<file path="config.mk">
export PLATFORM = sky130hd
export DESIGN_NAME = mfc_config_page
export DESIGN_NICKNAME = d
export VERILOG_FILES = /design/src/rtl/mfc_pkg.sv /design/src/rtl/mfc_config_page.sv /design/src/rtl/mfc_step_counter.sv
export SDC_FILE = /design/constraint.sdc
export NUM_CORES = 1
export LEC_CHECK = 0
export CORE_MARGIN = 1.5
export CORE_UTILIZATION = 50
export CTS_BUF_LIST = sky130_fd_sc_hd__clkbuf_16
export DETAILED_ROUTE_END_ITERATION = 16
export DONT_BUFFER_PORTS = 1
export PLACE_DENSITY = 0.69
export SYNTH_ARGS = -nofsm -noshare
export SYNTH_HDL_FRONTEND = slang
export SYNTH_SLANG_ARGS = --single-unit
</file>
<file path="constraint.sdc">
create_clock -name i_core_clk -period 5.6 [get_ports i_core_clk]
set_input_delay 0.28 -clock i_core_clk [delete_from_list [all_inputs] [get_ports i_core_clk]]
set_output_delay 0.28 -clock i_core_clk [all_outputs]
set_load 0.02 [all_outputs]
</file>
<file path="src/rtl/mfc_pkg.sv">
// constants for the motion feature configuration page
package mfc_pkg;
   // ----------------------------------------------------------
   // register indices; byte address is four times the index
   // ----------------------------------------------------------
   localparam logic [7:0] IDX_LC_LIMIT_LO = 8'h7a;
   localparam logic [7:0] IDX_LC_LIMIT_HI = 8'h7b;
   localparam logic [7:0] IDX_PROG_COUNT = 8'h7c;
   localparam logic [7:0] IDX_PROG_BASE_LO = 8'h7e;
   localparam logic [7:0] IDX_PROG_BASE_HI = 8'h7f;
   localparam logic [7:0] IDX_STEP_OPTION = 8'h83;
   localparam logic [7:0] IDX_STEP_DEBOUNCE = 8'h84;
   localparam logic [7:0] IDX_STEP_PERIOD_LO = 8'hd0;
   localparam logic [7:0] IDX_STEP_PERIOD_HI = 8'hd1;
   localparam logic [7:0] IDX_STEP_COUNT_LO = 8'he0;
   localparam logic [7:0] IDX_STEP_COUNT_HI = 8'he1;
   localparam logic [7:0] IDX_STATUS = 8'he2;
   // ----------------------------------------------------------
   // reset values
   // ----------------------------------------------------------
   localparam logic [7:0] RST_LC_LIMIT = 8'h00;
   localparam logic [7:0] RST_PROG_COUNT = 8'h00;
   localparam logic [7:0] RST_PROG_BASE = 8'h00;
   localparam logic [7:0] RST_STEP_OPTION = 8'h00;
   localparam logic [7:0] RST_STEP_DEBOUNCE = 8'h0a;
   localparam logic [7:0] RST_STEP_PERIOD = 8'h00;
   // ----------------------------------------------------------
   // step option field positions
   // ----------------------------------------------------------
   localparam int OPT_ADV_DETECT_BIT = 0;
   localparam int OPT_FP_REJECT_BIT = 2;
   localparam int OPT_CARRY_ONLY_BIT = 3;
   localparam logic [7:0] OPT_WRITABLE_MASK = 8'h0d;
   // ----------------------------------------------------------
   // status field positions
   // ----------------------------------------------------------
   localparam int STAT_FP_ACTIVE_BIT = 0;
   localparam int STAT_AD_ACTIVE_BIT = 1;
   localparam int STAT_DEBOUNCED_BIT = 2;
   // ----------------------------------------------------------
   // timing
   // ----------------------------------------------------------
   localparam int CLK_PERIOD_PS = 5000;
   localparam longint STEP_PERIOD_LSB_PS = 64'd6400000000;
   localparam int STEP_TICK_CYCLES = int'(STEP_PERIOD_LSB_PS / CLK_PERIOD_PS);
   // ----------------------------------------------------------
   // bus slave states
   // ----------------------------------------------------------
   typedef enum logic [1:0] {
      BUS_IDLE = 2'b00,
      BUS_READ = 2'b01
   } mfc_bus_state_e;
endpackage : mfc_pkg

</file>
<file path="src/rtl/mfc_config_page.sv">
// motion feature configuration page with AHB-Lite register slave
//
// What this block does
// - hold 16-bit long counter limit; interrupt when running counter becomes equal.
// - 16-bit settings split in two bytes, low byte at lower address.
// - overflow-only option makes pedometer interrupt only on step count overflow.
// - false-positive rejection acts only while advanced step enable is also set.
// - advanced detection acts only when rejection and advanced step enable both set.
// - step counter increments only after debounce threshold of steps; threshold resets ten.
// - step delta time period is 16 bits, one unit per 6.4 ms.
`timescale 1ns/1ps
`default_nettype none
module mfc_config_page #(
   parameter int P_TICK_CYCLES = mfc_pkg::STEP_TICK_CYCLES
) (
   // clock and reset
   input wire logic i_core_clk,
   input wire logic i_rstn,
   // ahb-lite slave
   input wire logic i_hsel,
   input wire logic [31:0] i_haddr,
   input wire logic [1:0] i_htrans,
   input wire logic i_hwrite,
   input wire logic [2:0] i_hsize,
   input wire logic [31:0] i_hwdata,
   input wire logic i_hready,
   output logic [31:0] o_hrdata,
   output logic o_hreadyout,
   output logic o_hresp,
   // state machine engine
   input wire logic [15:0] i_long_count,
   output logic [15:0] o_long_counter_limit,
   output logic [7:0] o_machine_program_count_field,
   output logic [15:0] o_program_base_field,
   output logic o_lc_timeout_irq,
   // step detector core
   input wire logic i_step,
   input wire logic i_advanced_step_enable,
   output logic o_false_positive_reject_active,
   output logic o_advanced_detect_active,
   output logic [7:0] o_step_debounce_field,
   output logic [15:0] o_step_period_field,
   output logic o_step_tick,
   output logic [15:0] o_step_count,
   output logic o_step_irq,
   output logic o_step_overflow
);
   // ----------------------------------------------------------
   // helpers
   // ----------------------------------------------------------
   function automatic logic [15:0] join16(input logic [7:0] hi, input logic [7:0] lo);
      join16 = {hi, lo};
   endfunction : join16

   function automatic logic [31:0] word8(input logic [7:0] b);
      word8 = {24'h000000, b};
   endfunction : word8

   // ----------------------------------------------------------
   // reset release
   // ----------------------------------------------------------
   logic rst_meta_q;
   logic rst_sync_q;
   always_ff @(posedge i_core_clk or negedge i_rstn) begin
      if (!i_rstn) begin
         rst_meta_q <= 1'b0;
         rst_sync_q <= 1'b0;
      end else begin
         rst_meta_q <= 1'b1;
         rst_sync_q <= rst_meta_q;
      end
   end
   wire rstn = rst_sync_q;

   // ----------------------------------------------------------
   // bus front end
   // ----------------------------------------------------------
   mfc_pkg::mfc_bus_state_e state_q;
   logic hready_q;
   logic [31:0] hrdata_q;
   logic wr_pend_q;
   logic [7:0] wr_idx_q;
   logic [7:0] rd_idx_q;
   logic rd_hit_q;
   logic wr_hit_q;

   wire accept = i_hsel && i_htrans[1] && i_hready;
   // only the first 1 KB window holds registers; the rest aliases nowhere
   wire in_range = (i_haddr[31:10] == 22'h000000);
   wire [7:0] addr_idx = i_haddr[9:2];
   wire wr_en = wr_pend_q && wr_hit_q;

   always_ff @(posedge i_core_clk or negedge rstn) begin
      if (!rstn) begin
         state_q <= mfc_pkg::BUS_IDLE;
         hready_q <= 1'b1;
         wr_pend_q <= 1'b0;
         wr_idx_q <= 8'h00;
         rd_idx_q <= 8'h00;
         rd_hit_q <= 1'b0;
         wr_hit_q <= 1'b0;
      end else begin
         case (state_q)
            mfc_pkg::BUS_IDLE: begin
               wr_pend_q <= accept && i_hwrite;
               wr_idx_q <= addr_idx;
               wr_hit_q <= in_range;
               rd_idx_q <= addr_idx;
               rd_hit_q <= in_range;
               // one wait state on reads lets a write just before land first
               if (accept && !i_hwrite) begin
                  state_q <= mfc_pkg::BUS_READ;
                  hready_q <= 1'b0;
               end
            end
            mfc_pkg::BUS_READ: begin
               wr_pend_q <= 1'b0;
               state_q <= mfc_pkg::BUS_IDLE;
               hready_q <= 1'b1;
            end
            default: begin
               state_q <= mfc_pkg::BUS_IDLE;
               hready_q <= 1'b1;
            end
         endcase
      end
   end

   // ----------------------------------------------------------
   // configuration registers
   // ----------------------------------------------------------
   logic [7:0] lc_lo_q;
   logic [7:0] lc_hi_q;
   logic [7:0] prog_count_q;
   logic [7:0] base_lo_q;
   logic [7:0] base_hi_q;
   logic [7:0] option_q;
   logic [7:0] debounce_q;
   logic [7:0] period_lo_q;
   logic [7:0] period_hi_q;

   wire [7:0] wbyte = i_hwdata[7:0];
   wire wr_lc_lo = wr_en && (wr_idx_q == mfc_pkg::IDX_LC_LIMIT_LO);
   wire wr_lc_hi = wr_en && (wr_idx_q == mfc_pkg::IDX_LC_LIMIT_HI);
   wire wr_prog = wr_en && (wr_idx_q == mfc_pkg::IDX_PROG_COUNT);
   wire wr_base_lo = wr_en && (wr_idx_q == mfc_pkg::IDX_PROG_BASE_LO);
   wire wr_base_hi = wr_en && (wr_idx_q == mfc_pkg::IDX_PROG_BASE_HI);
   wire wr_option = wr_en && (wr_idx_q == mfc_pkg::IDX_STEP_OPTION);
   wire wr_deb = wr_en && (wr_idx_q == mfc_pkg::IDX_STEP_DEBOUNCE);
   wire wr_per_lo = wr_en && (wr_idx_q == mfc_pkg::IDX_STEP_PERIOD_LO);
   wire wr_per_hi = wr_en && (wr_idx_q == mfc_pkg::IDX_STEP_PERIOD_HI);

   always_ff @(posedge i_core_clk or negedge rstn) begin
      if (!rstn) begin
         lc_lo_q <= mfc_pkg::RST_LC_LIMIT;
         lc_hi_q <= mfc_pkg::RST_LC_LIMIT;
         base_lo_q <= mfc_pkg::RST_PROG_BASE;
         base_hi_q <= mfc_pkg::RST_PROG_BASE;
      end else begin
         if (wr_lc_lo) lc_lo_q <= wbyte;
         if (wr_lc_hi) lc_hi_q <= wbyte;
         if (wr_base_lo) base_lo_q <= wbyte;
         if (wr_base_hi) base_hi_q <= wbyte;
      end
   end

   always_ff @(posedge i_core_clk or negedge rstn) begin
      if (!rstn) begin
         prog_count_q <= mfc_pkg::RST_PROG_COUNT;
         option_q <= mfc_pkg::RST_STEP_OPTION;
         debounce_q <= mfc_pkg::RST_STEP_DEBOUNCE;
         period_lo_q <= mfc_pkg::RST_STEP_PERIOD;
         period_hi_q <= mfc_pkg::RST_STEP_PERIOD;
      end else begin
         // stored as written; the engine owns any range check
         if (wr_prog) prog_count_q <= wbyte;
         // reserved bits are not stored and read back zero
         if (wr_option) option_q <= wbyte & mfc_pkg::OPT_WRITABLE_MASK;
         if (wr_deb) debounce_q <= wbyte;
         if (wr_per_lo) period_lo_q <= wbyte;
         if (wr_per_hi) period_hi_q <= wbyte;
      end
   end

   // ----------------------------------------------------------
   // option gating
   // ----------------------------------------------------------
   wire fp_active = option_q[mfc_pkg::OPT_FP_REJECT_BIT] && i_advanced_step_enable;
   wire ad_active = option_q[mfc_pkg::OPT_ADV_DETECT_BIT] && fp_active;
   logic fp_active_q;
   logic ad_active_q;
   always_ff @(posedge i_core_clk or negedge rstn) begin
      if (!rstn) begin
         fp_active_q <= 1'b0;
         ad_active_q <= 1'b0;
      end else begin
         fp_active_q <= fp_active;
         ad_active_q <= ad_active;
      end
   end

   // ----------------------------------------------------------
   // long counter limit compare
   // ----------------------------------------------------------
   wire [15:0] lc_limit = join16(lc_hi_q, lc_lo_q);
   wire lc_equal = (i_long_count == lc_limit);
   logic lc_equal_q;
   logic lc_irq_q;
   always_ff @(posedge i_core_clk or negedge rstn) begin
      if (!rstn) begin
         lc_equal_q <= 1'b0;
         lc_irq_q <= 1'b0;
      end else begin
         lc_equal_q <= lc_equal;
         // pulse once when equality starts, not every cycle it holds
         lc_irq_q <= lc_equal && !lc_equal_q;
      end
   end

   // ----------------------------------------------------------
   // step period time base
   // ----------------------------------------------------------
   logic [31:0] tick_cnt_q;
   logic tick_q;
   wire tick_wrap = (tick_cnt_q == 32'(P_TICK_CYCLES - 1));
   always_ff @(posedge i_core_clk or negedge rstn) begin
      if (!rstn) begin
         tick_cnt_q <= 32'h00000000;
         tick_q <= 1'b0;
      end else begin
         tick_cnt_q <= tick_wrap ? 32'h00000000 : tick_cnt_q + 32'h00000001;
         tick_q <= tick_wrap;
      end
   end

   // ----------------------------------------------------------
   // step counter
   // ----------------------------------------------------------
   wire [15:0] step_period = join16(period_hi_q, period_lo_q);
   wire [15:0] step_count;
   wire step_debounced;
   wire step_irq;
   wire step_ovf;
   mfc_step_counter #(
      .CNT_W(16)
   ) u_step (
      .i_clk(i_core_clk),
      .i_rstn(rstn),
      .i_step(i_step),
      .i_tick(tick_q),
      .i_period(step_period),
      .i_threshold(debounce_q),
      .i_carry_only(option_q[mfc_pkg::OPT_CARRY_ONLY_BIT]),
      .o_count(step_count),
      .o_debounced(step_debounced),
      .o_irq(step_irq),
      .o_overflow(step_ovf)
   );

   // ----------------------------------------------------------
   // read mux
   // ----------------------------------------------------------
   wire [7:0] status = {5'h00, step_debounced, ad_active_q, fp_active_q};
   wire [7:0] rd_byte =
      (rd_idx_q == mfc_pkg::IDX_LC_LIMIT_LO) ? lc_lo_q :
      (rd_idx_q == mfc_pkg::IDX_LC_LIMIT_HI) ? lc_hi_q :
      (rd_idx_q == mfc_pkg::IDX_PROG_COUNT) ? prog_count_q :
      (rd_idx_q == mfc_pkg::IDX_PROG_BASE_LO) ? base_lo_q :
      (rd_idx_q == mfc_pkg::IDX_PROG_BASE_HI) ? base_hi_q :
      (rd_idx_q == mfc_pkg::IDX_STEP_OPTION) ? option_q :
      (rd_idx_q == mfc_pkg::IDX_STEP_DEBOUNCE) ? debounce_q :
      (rd_idx_q == mfc_pkg::IDX_STEP_PERIOD_LO) ? period_lo_q :
      (rd_idx_q == mfc_pkg::IDX_STEP_PERIOD_HI) ? period_hi_q :
      (rd_idx_q == mfc_pkg::IDX_STEP_COUNT_LO) ? step_count[7:0] :
      (rd_idx_q == mfc_pkg::IDX_STEP_COUNT_HI) ? step_count[15:8] :
      (rd_idx_q == mfc_pkg::IDX_STATUS) ? status :
      8'h00;

   // reads touch no state, so a read never disturbs the block
   always_ff @(posedge i_core_clk or negedge rstn) begin
      if (!rstn) begin
         hrdata_q <= 32'h00000000;
      end else if (state_q == mfc_pkg::BUS_READ) begin
         hrdata_q <= rd_hit_q ? word8(rd_byte) : 32'h00000000;
      end
   end

   // ----------------------------------------------------------
   // output registers
   // ----------------------------------------------------------
   logic step_irq_q;
   logic step_ovf_q;
   logic [15:0] step_count_q;
   always_ff @(posedge i_core_clk or negedge rstn) begin
      if (!rstn) begin
         step_irq_q <= 1'b0;
         step_ovf_q <= 1'b0;
         step_count_q <= 16'h0000;
      end else begin
         step_irq_q <= step_irq;
         step_ovf_q <= step_ovf;
         step_count_q <= step_count;
      end
   end

   logic hresp_q;
   always_ff @(posedge i_core_clk or negedge rstn) begin
      if (!rstn) begin
         hresp_q <= 1'b0;
      end else begin
         hresp_q <= 1'b0;
      end
   end

   assign o_hrdata = hrdata_q;
   assign o_hreadyout = hready_q;
   assign o_hresp = hresp_q;
   assign o_long_counter_limit = {lc_hi_q, lc_lo_q};
   assign o_machine_program_count_field = prog_count_q;
   assign o_program_base_field = {base_hi_q, base_lo_q};
   assign o_lc_timeout_irq = lc_irq_q;
   assign o_false_positive_reject_active = fp_active_q;
   assign o_advanced_detect_active = ad_active_q;
   assign o_step_debounce_field = debounce_q;
   assign o_step_period_field = {period_hi_q, period_lo_q};
   assign o_step_tick = tick_q;
   assign o_step_count = step_count_q;
   assign o_step_irq = step_irq_q;
   assign o_step_overflow = step_ovf_q;
endmodule : mfc_config_page
`default_nettype wire

</file>
<file path="src/rtl/mfc_step_counter.sv">
// step debounce, delta time window and step counter
`timescale 1ns/1ps
`default_nettype none
module mfc_step_counter #(
   parameter int CNT_W = 16
) (
   // clock and reset
   input wire logic i_clk,
   input wire logic i_rstn,
   // step detector and time base
   input wire logic i_step,
   input wire logic i_tick,
   // configuration
   input wire logic [15:0] i_period,
   input wire logic [7:0] i_threshold,
   input wire logic i_carry_only,
   // results
   output logic [CNT_W-1:0] o_count,
   output logic o_debounced,
   output logic o_irq,
   output logic o_overflow
);
   logic [7:0] deb_q;
   logic [15:0] idle_q;
   logic [CNT_W-1:0] count_q;
   logic irq_q;
   logic ovf_q;
   // ----------------------------------------------------------
   // decode
   // ----------------------------------------------------------
   wire window_over = (i_period != 16'h0000) && (idle_q >= i_period);
   wire [8:0] deb_next = {1'b0, deb_q} + 9'h001;
   wire passed = deb_next >= {1'b0, i_threshold};
   wire count_step = i_step && passed;
   wire wrap = count_step && (&count_q);
   // ----------------------------------------------------------
   // counters
   // ----------------------------------------------------------
   always_ff @(posedge i_clk or negedge i_rstn) begin
      if (!i_rstn) begin
         deb_q <= 8'h00;
         idle_q <= 16'h0000;
      end else if (i_step) begin
         // saturate so a long walk never re-arms the debounce
         deb_q <= passed ? i_threshold : deb_next[7:0];
         idle_q <= 16'h0000;
      end else if (window_over) begin
         deb_q <= 8'h00;
         idle_q <= 16'h0000;
      end else if (i_tick) begin
         idle_q <= idle_q + 16'h0001;
      end
   end
   always_ff @(posedge i_clk or negedge i_rstn) begin
      if (!i_rstn) begin
         count_q <= '0;
         irq_q <= 1'b0;
         ovf_q <= 1'b0;
      end else begin
         if (count_step) begin
            count_q <= count_q + 1'b1;
         end
         irq_q <= i_carry_only ? wrap : count_step;
         ovf_q <= wrap;
      end
   end
   assign o_count = count_q;
   assign o_debounced = (deb_q >= i_threshold);
   assign o_irq = irq_q;
   assign o_overflow = ovf_q;
endmodule : mfc_step_counter
`default_nettype wire

</file>
=== After elaboration in Yosys (flattened, before gate mapping) ===
Cells that the tools add are included.

* Output and inout port bits: 120
* Input bits: 92
* Bits in registers: 211

* Multiplexer cells: 26
* Reduce and logical (&&, ||, !) cells: 29
* Order comparisons: 3
* Equal/unequal tests: 16
* Add/subtract/negate cells: 4

{| class="wikitable"
|+ Operators by type and width
! kind !! count
|-
| 8-bit two-way mux || 15
|-
| 8-bit == test (second input constant) || 7
|-
| 16-bit two-way mux || 3
|-
| 8-bit by 7-bit == test with 1-bit output (second input constant) || 5
|-
| 16-bit by 1-bit adder with 16-bit output (second input constant) || 2
|-
| 32-bit by 1-bit adder with 32-bit output (second input constant) || 1
|-
| 32-bit by 21-bit == test with 1-bit output (second input constant) || 1
|-
| 32-bit two-way mux || 1
|-
| 22-bit zero test || 1
|-
| 1-bit logical AND || 20
|-
| 16-bit == test || 1
|-
| 16-bit >= comparator || 1
|-
| 16-bit AND reduction || 1
|-
| 16-bit nonzero test || 1
|-
| 8-bit by 1-bit adder with 9-bit output (second input constant) || 1
|-
| 9-bit by 8-bit >= comparator with 1-bit output || 1
|-
| 8-bit >= comparator || 1
|-
| 2-bit two-way mux || 2
|-
| 2-bit nonzero test || 2
|-
| 1-bit two-way mux || 3
|-
| 3-bit two-way mux || 1
|-
| 3-bit nonzero test || 1
|-
| 2-bit by 1-bit == test with 1-bit output (second input constant) || 1
|-
| 1-bit zero test || 2
|-
| other kinds (3) || 3
|}

=== Depth between registers and ports, before layout ===
* Depth in word-level cells: 14
* Depth in mapped cells: 14

=== Hierarchy ===
From an unflattened synthesis, not the netlist that was laid out.

* Cells, all modules: 922
* Area total of the unflattened synthesis: 9884.5 um^2

{| class="wikitable"
|+ By module, submodules not included
! module !! sequential area each (um^2) !! area each (um^2) !! instances !! cells an instance
|-
| mfc_config_page || 3607.2 || 7039.3 || 1 || 613
|-
| mfc_step_counter || 1051.0 || 2845.2 || 1 || 309
|}

=== Worst setup path before layout ===
Ideal clock, no wire load.

* Kind: register to register
* From: register u_step.deb_q[2]
* To: register u_step.deb_q[4]
* Stages on the path, launching flop included: 14
* Path buffers: 3
* Clock period less this slack: 2.842 ns
* Library setup time: 0.136 ns
* Arrival: 2.706 ns
* Slack: 2.758 ns
* Cells stage by stage: dfrtp_1 and3_1 and3_2 nand3_1 xnor2_1 ha_1 a21boi_0 a311o_1 buf_6 or2_1 buf_6 buf_6 a31oi_1 o311ai_1

* Cells in the longest elaborated chain, start to end: 4

{| class="wikitable"
|+ RTL lines
! item !! line !! text
|-
| start: declaration || mfc_step_counter.sv:23 || <nowiki>logic [7:0] deb_q;</nowiki>
|-
| start signal: assignment || mfc_step_counter.sv:45 || <nowiki>deb_q <= passed ? i_threshold : deb_next[7:0];</nowiki>
|-
| 8-bit by 1-bit adder with 9-bit output (*) || mfc_step_counter.sv:32 || <nowiki>wire [8:0] deb_next = {1'b0, deb_q} + 9'h001;</nowiki>
|-
| 9-bit by 8-bit >= comparator with 1-bit output || mfc_step_counter.sv:33 || <nowiki>wire passed = deb_next >= {1'b0, i_threshold};</nowiki>
|-
| 8-bit two-way mux (*) || mfc_step_counter.sv:45 ||
|-
| 8-bit two-way mux (*) || mfc_step_counter.sv:43 || <nowiki>end else if (i_step) begin</nowiki>
|}

Mark *: on every way between the ends. The rest lies on a longest branch, timed or not.
A chain may end at the register's enable or synchronous reset.

=== Worst setup path in the final report ===
* From: register u_step.deb_q[2]
* To: register u_step.count_q[1] (netlist: u_step.o_count[1])

* Cells in the longest elaborated chain, start to end: 3

{| class="wikitable"
|+ RTL lines
! item !! line !! text
|-
| 8-bit by 1-bit adder with 9-bit output || mfc_step_counter.sv:32 ||
|-
| 9-bit by 8-bit >= comparator with 1-bit output || mfc_step_counter.sv:33 ||
|-
| 1-bit logical AND || mfc_step_counter.sv:34 || <nowiki>wire count_step = i_step && passed;</nowiki>
|-
| end signal: assignment || mfc_step_counter.sv:61 || <nowiki>count_q <= count_q + 1'b1;</nowiki>
|-
| end: declaration || mfc_step_counter.sv:25 || <nowiki>logic [CNT_W-1:0] count_q;</nowiki>
|}

Every way passes these cells.

==> summary.txt <==
Setup path
  – Critical path required time: 5.93 ns
  – WP depth: 9
  – R2r endpoint: u_step.o_count[1]$_DFFE_PN0P_
  – Worst reg-to-reg path cell count: 9
  – Reg2Reg Setup Slack: 2.31 ns
  – Critical path endpoint: u_step.o_count[1]$_DFFE_PN0P_
  – Worst path cell trace: and3_1, and3_2, nand3_1, xnor2_1, ha_1, a21boi_0, a311o_1, o21ai_2, mux2_2
  – Critical-path top delay cell: o21ai_2
  – CP Max Fanout: 13
  – RR Startpoint: u_step.deb_q[2]$_DFFE_PN0P_
  – CP endpoint kind: register
  – Crit Path Category: register to register
  – Crit path largest cell delay: 0.53 ns
  – Arr. time, crit path: 3.62 ns
  – Critical path's top delay family: compound AO/OA/AOI/OAI gates
  – Startpoint types: register
  – Crit path from: u_step.deb_q[2]$_DFFE_PN0P_
  – Buf/Inv on CP: 0

Floorplan
  – Die area: 20050 µm²
  – Initial Util: 0.5117
  – Core area: 18770 µm²
  – IO Pins: 212
  – Row cnt: 50
  – Die W: 141.6 µm
  – Die Ht: roughly 140 µm

Hold path
  – WHS Path Cells: 2
  – Worst Hold Class: input port to register

Synthesis
  – Synth area leaders: dfrtp_1 48%, mux2_2 7.6%, ha_1 4.7%
  – Post-synthesis sequential area ratio: 0.4850
  – Top_reg_cell synth: dfrtp_1
  – Syn. warnings: 0
  – Synthesized instance count: between 900 and 1000
  – Netlist cell types: between 70 and 80
  – Synth Area per Inst: ~11 µm²
  – Most area-hungry cell type in the Yosys netlist: dfrtp_1
  – Post-synth EDFFs: 0
  – Yosys reg bits: 186
  – Synth async-reset ratio: 1.000
  – Post-Syn Area: 9604 µm²
  – Synth top area share: 0.4768

Routing
  – First drt pass iteration count: 5
  – DR vias: slightly above 7000
  – Routed vias/inst: around 6
  – Drt first-iter violations: 550
  – Routed WL: 24400 µm
  – Post-route ant nets: 0
  – DRC: 0
  – Drt wl/cell: about 21 µm

CTS
  – CTS root buffer: clkbuf_16
  – Clock Latency Late Sink: 0.44 ns
  – Clock Pin Slew Worst Setup and Hold Paths: 0.07 ns
  – CTS buffer count: 17
  – Post-cts sizing count: 0
  – H-Tree Depth: 4
  – TritonCTS clock tree: yes
  – CTS Buffer Depth: 2
  – CTS sink cnt: 186

Layout
  – Area added between synthesis and finish: 9.654%
  – NumNets Final: ~1100
  – Fraction of layout cells with a size suffix above 1: 0.1262
  – Commonest non-fill, non-tap cell in the layout: dfrtp_1
  – Filler cell count in the final layout: 1629
  – Most frequent cells in the layout: 182 x dfrtp_1, 76 x nor2_1, 65 x mux2_2, 56 x nand2_1, 49 x xnor2_1

Global route
  – Vias in the first global route: 6844
  – Grt ovf: 0
  – Largest net degree at the start of global routing: 118
  – Global-route wire length before repair: 38610 µm
  – Initial antenna violation count: 5
  – All-Layer GR Usage: 0.2532

STA
  – Maximum clock frequency: about 300 MHz
  – Final Hold Viols: 0
  – Final Hold Slack: 0.006529 ns
  – Setup TNS: 0 ns
  – Post-layout min period: 3.294 ns
  – Final worst path period share: 0.5882
  – Relative slew slack: 0.1306
  – RSZ-0062 raised after global routing: false
  – Final slew viol count: 0
  – Endpoints failing setup: 0
  – Clock skew: 0.007205 ns
  – Slew @ Worst Pin: 1.299 ns

Job
  – Max cap viols: 0

Power
  – Static Leak: 4.659 nW
  – Max VDD drop: 0.0002307 V
  – PwrDens: between 200 and 300 nW/µm²

Placement
  – GP Congestion: 0.8874
  – I/O Buffers: 0
  – Final HPWL DP: 17300 µm

Outcome
  – Run status: finished, final reports clean
[area by class of cell]
| type | count | area, µm² | area share |
|---|---|---|---|
| Clock buffer | 17 | 425.4 | 0.04039 |
| Tap cell | 234 | 292.8 | 0.02780 |
| Antenna cell | 3 | 7.507 | 0.0007128 |
| Sequential cell | 186 | 4662 | 0.4427 |
| Inverter | 32 | 120.1 | 0.01141 |
| Clock inverter | 15 | 170.2 | 0.01616 |
| Multi-Input combinational cell | 658 | 4578 | 0.4347 |
| Timing Repair Buffer | 27 | 275.3 | 0.02614 |
[sequential cells by signal, summed over array words and instances (netlist names), 16 cells and up]
signal	count
tick_cnt_q	32
u_step.o_count	16
o_step_count	16
u_step.idle_q	16
[through the flow]
step / cells / setup slack [ns] / utilization / total power [W] / instance area, µm²
final: 1172 / 2.306 / 0.5611 / 0.003098 / 10530
after global placement: 1113 / 2.427 / 0.5162 / 0.001844 / 9688
after floorplan: 931 / 0.03851 / - / 0.001789 / 9694
after detailed placement: 1113 / 2.363 / 0.5162 / 0.001858 / 9688
after CTS: 1168 / 2.332 / 0.5602 / 0.003115 / 10510
after global routing: 1171 / 2.147 / 0.5610 / 0.003223 / 10530
[worst reg2reg max path: stages (launching register included)]
cell and delay, ns:
dfrtp_1 0.51, and3_1 0.29, and3_2 0.26, nand3_1 0.11, xnor2_1 0.20, ha_1 0.28
a21boi_0 0.14, a311o_1 0.46, o21ai_2 0.54, mux2_2 0.40
[how the worst min path moves through the flow]
stage	end	startpoint
3_5_place_dp	rst_meta_q$_DFF_PN0_	i_rstn
5_1_grt	u_step.o_count[10]$_DFFE_PN0P_	i_step
6_report	u_step.o_count[13]$_DFFE_PN0P_	i_step
4_1_cts	u_step.o_count[13]$_DFFE_PN0P_	i_step
3_3_place_gp	rst_meta_q$_DFF_PN0_	i_rstn
2_1_floorplan	rst_meta_q$_DFF_PN0_	i_rstn
[per-layer routing]
layer	track usage	vias up	part of all wire
met1	0.3336	3510	0.43
met5	0	-	0.0012
li1	-	3234	-
met4	0.09061	4	0.027
met3	0.08876	43	0.084
met2	0.3879	267	0.46
[cell usage after synthesis (all sizes together) (3+ instances only)]
cell type	n
xor2	31
dfrtp	183
nand3	37
xnor2	49
and2	5
or3	5
o2bb2ai	3
nor3	23
a22o	3
nor2b	10
mux2	65
or2	5
buf	40
a21oi	19
inv	32
o22ai	9
o211ai	3
nor2	77
and4	3
clkbuf	15
nor4	15
ha	36
nand4b	8
o21ai	46
nand4	30
nand2	56
a211oi	8
a31oi	8
dfstp	3
mux2i	9
o221ai	3
a22oi	8
nand2b	9
o31ai	3
nor4b	4
and3	16
[power breakdown]
part	switching (W)	internal (W)	total (W)
logic	0.000178	0.000141	0.000318
registers	0.000142	0.00140	0.00154
clock network	0.000533	0.000703	0.00124
total	0.000853	0.00224	0.00310
[kinds of logic after synthesis]
kind of cell	after synthesis	synth area share
DFF	186	0.4850
buffers and inverters	87	0.04768
and+or+nand+nor	308	0.1692
muxes	74	0.08559
adders and majority gates	36	0.04690
xor gates and xnor gates	80	0.07295
AOI/OAI and AO/OA	134	0.09185
other	2	0.0007819
[what timing repair did]
action                                  4_1_cts  5_1_grt
endpoints found under the setup margin        0        0
hold endpoints to repair                     83        1
buffers inserted                              0        0
hold buffers                                 23        1
(Power assumes the default switching activity.)
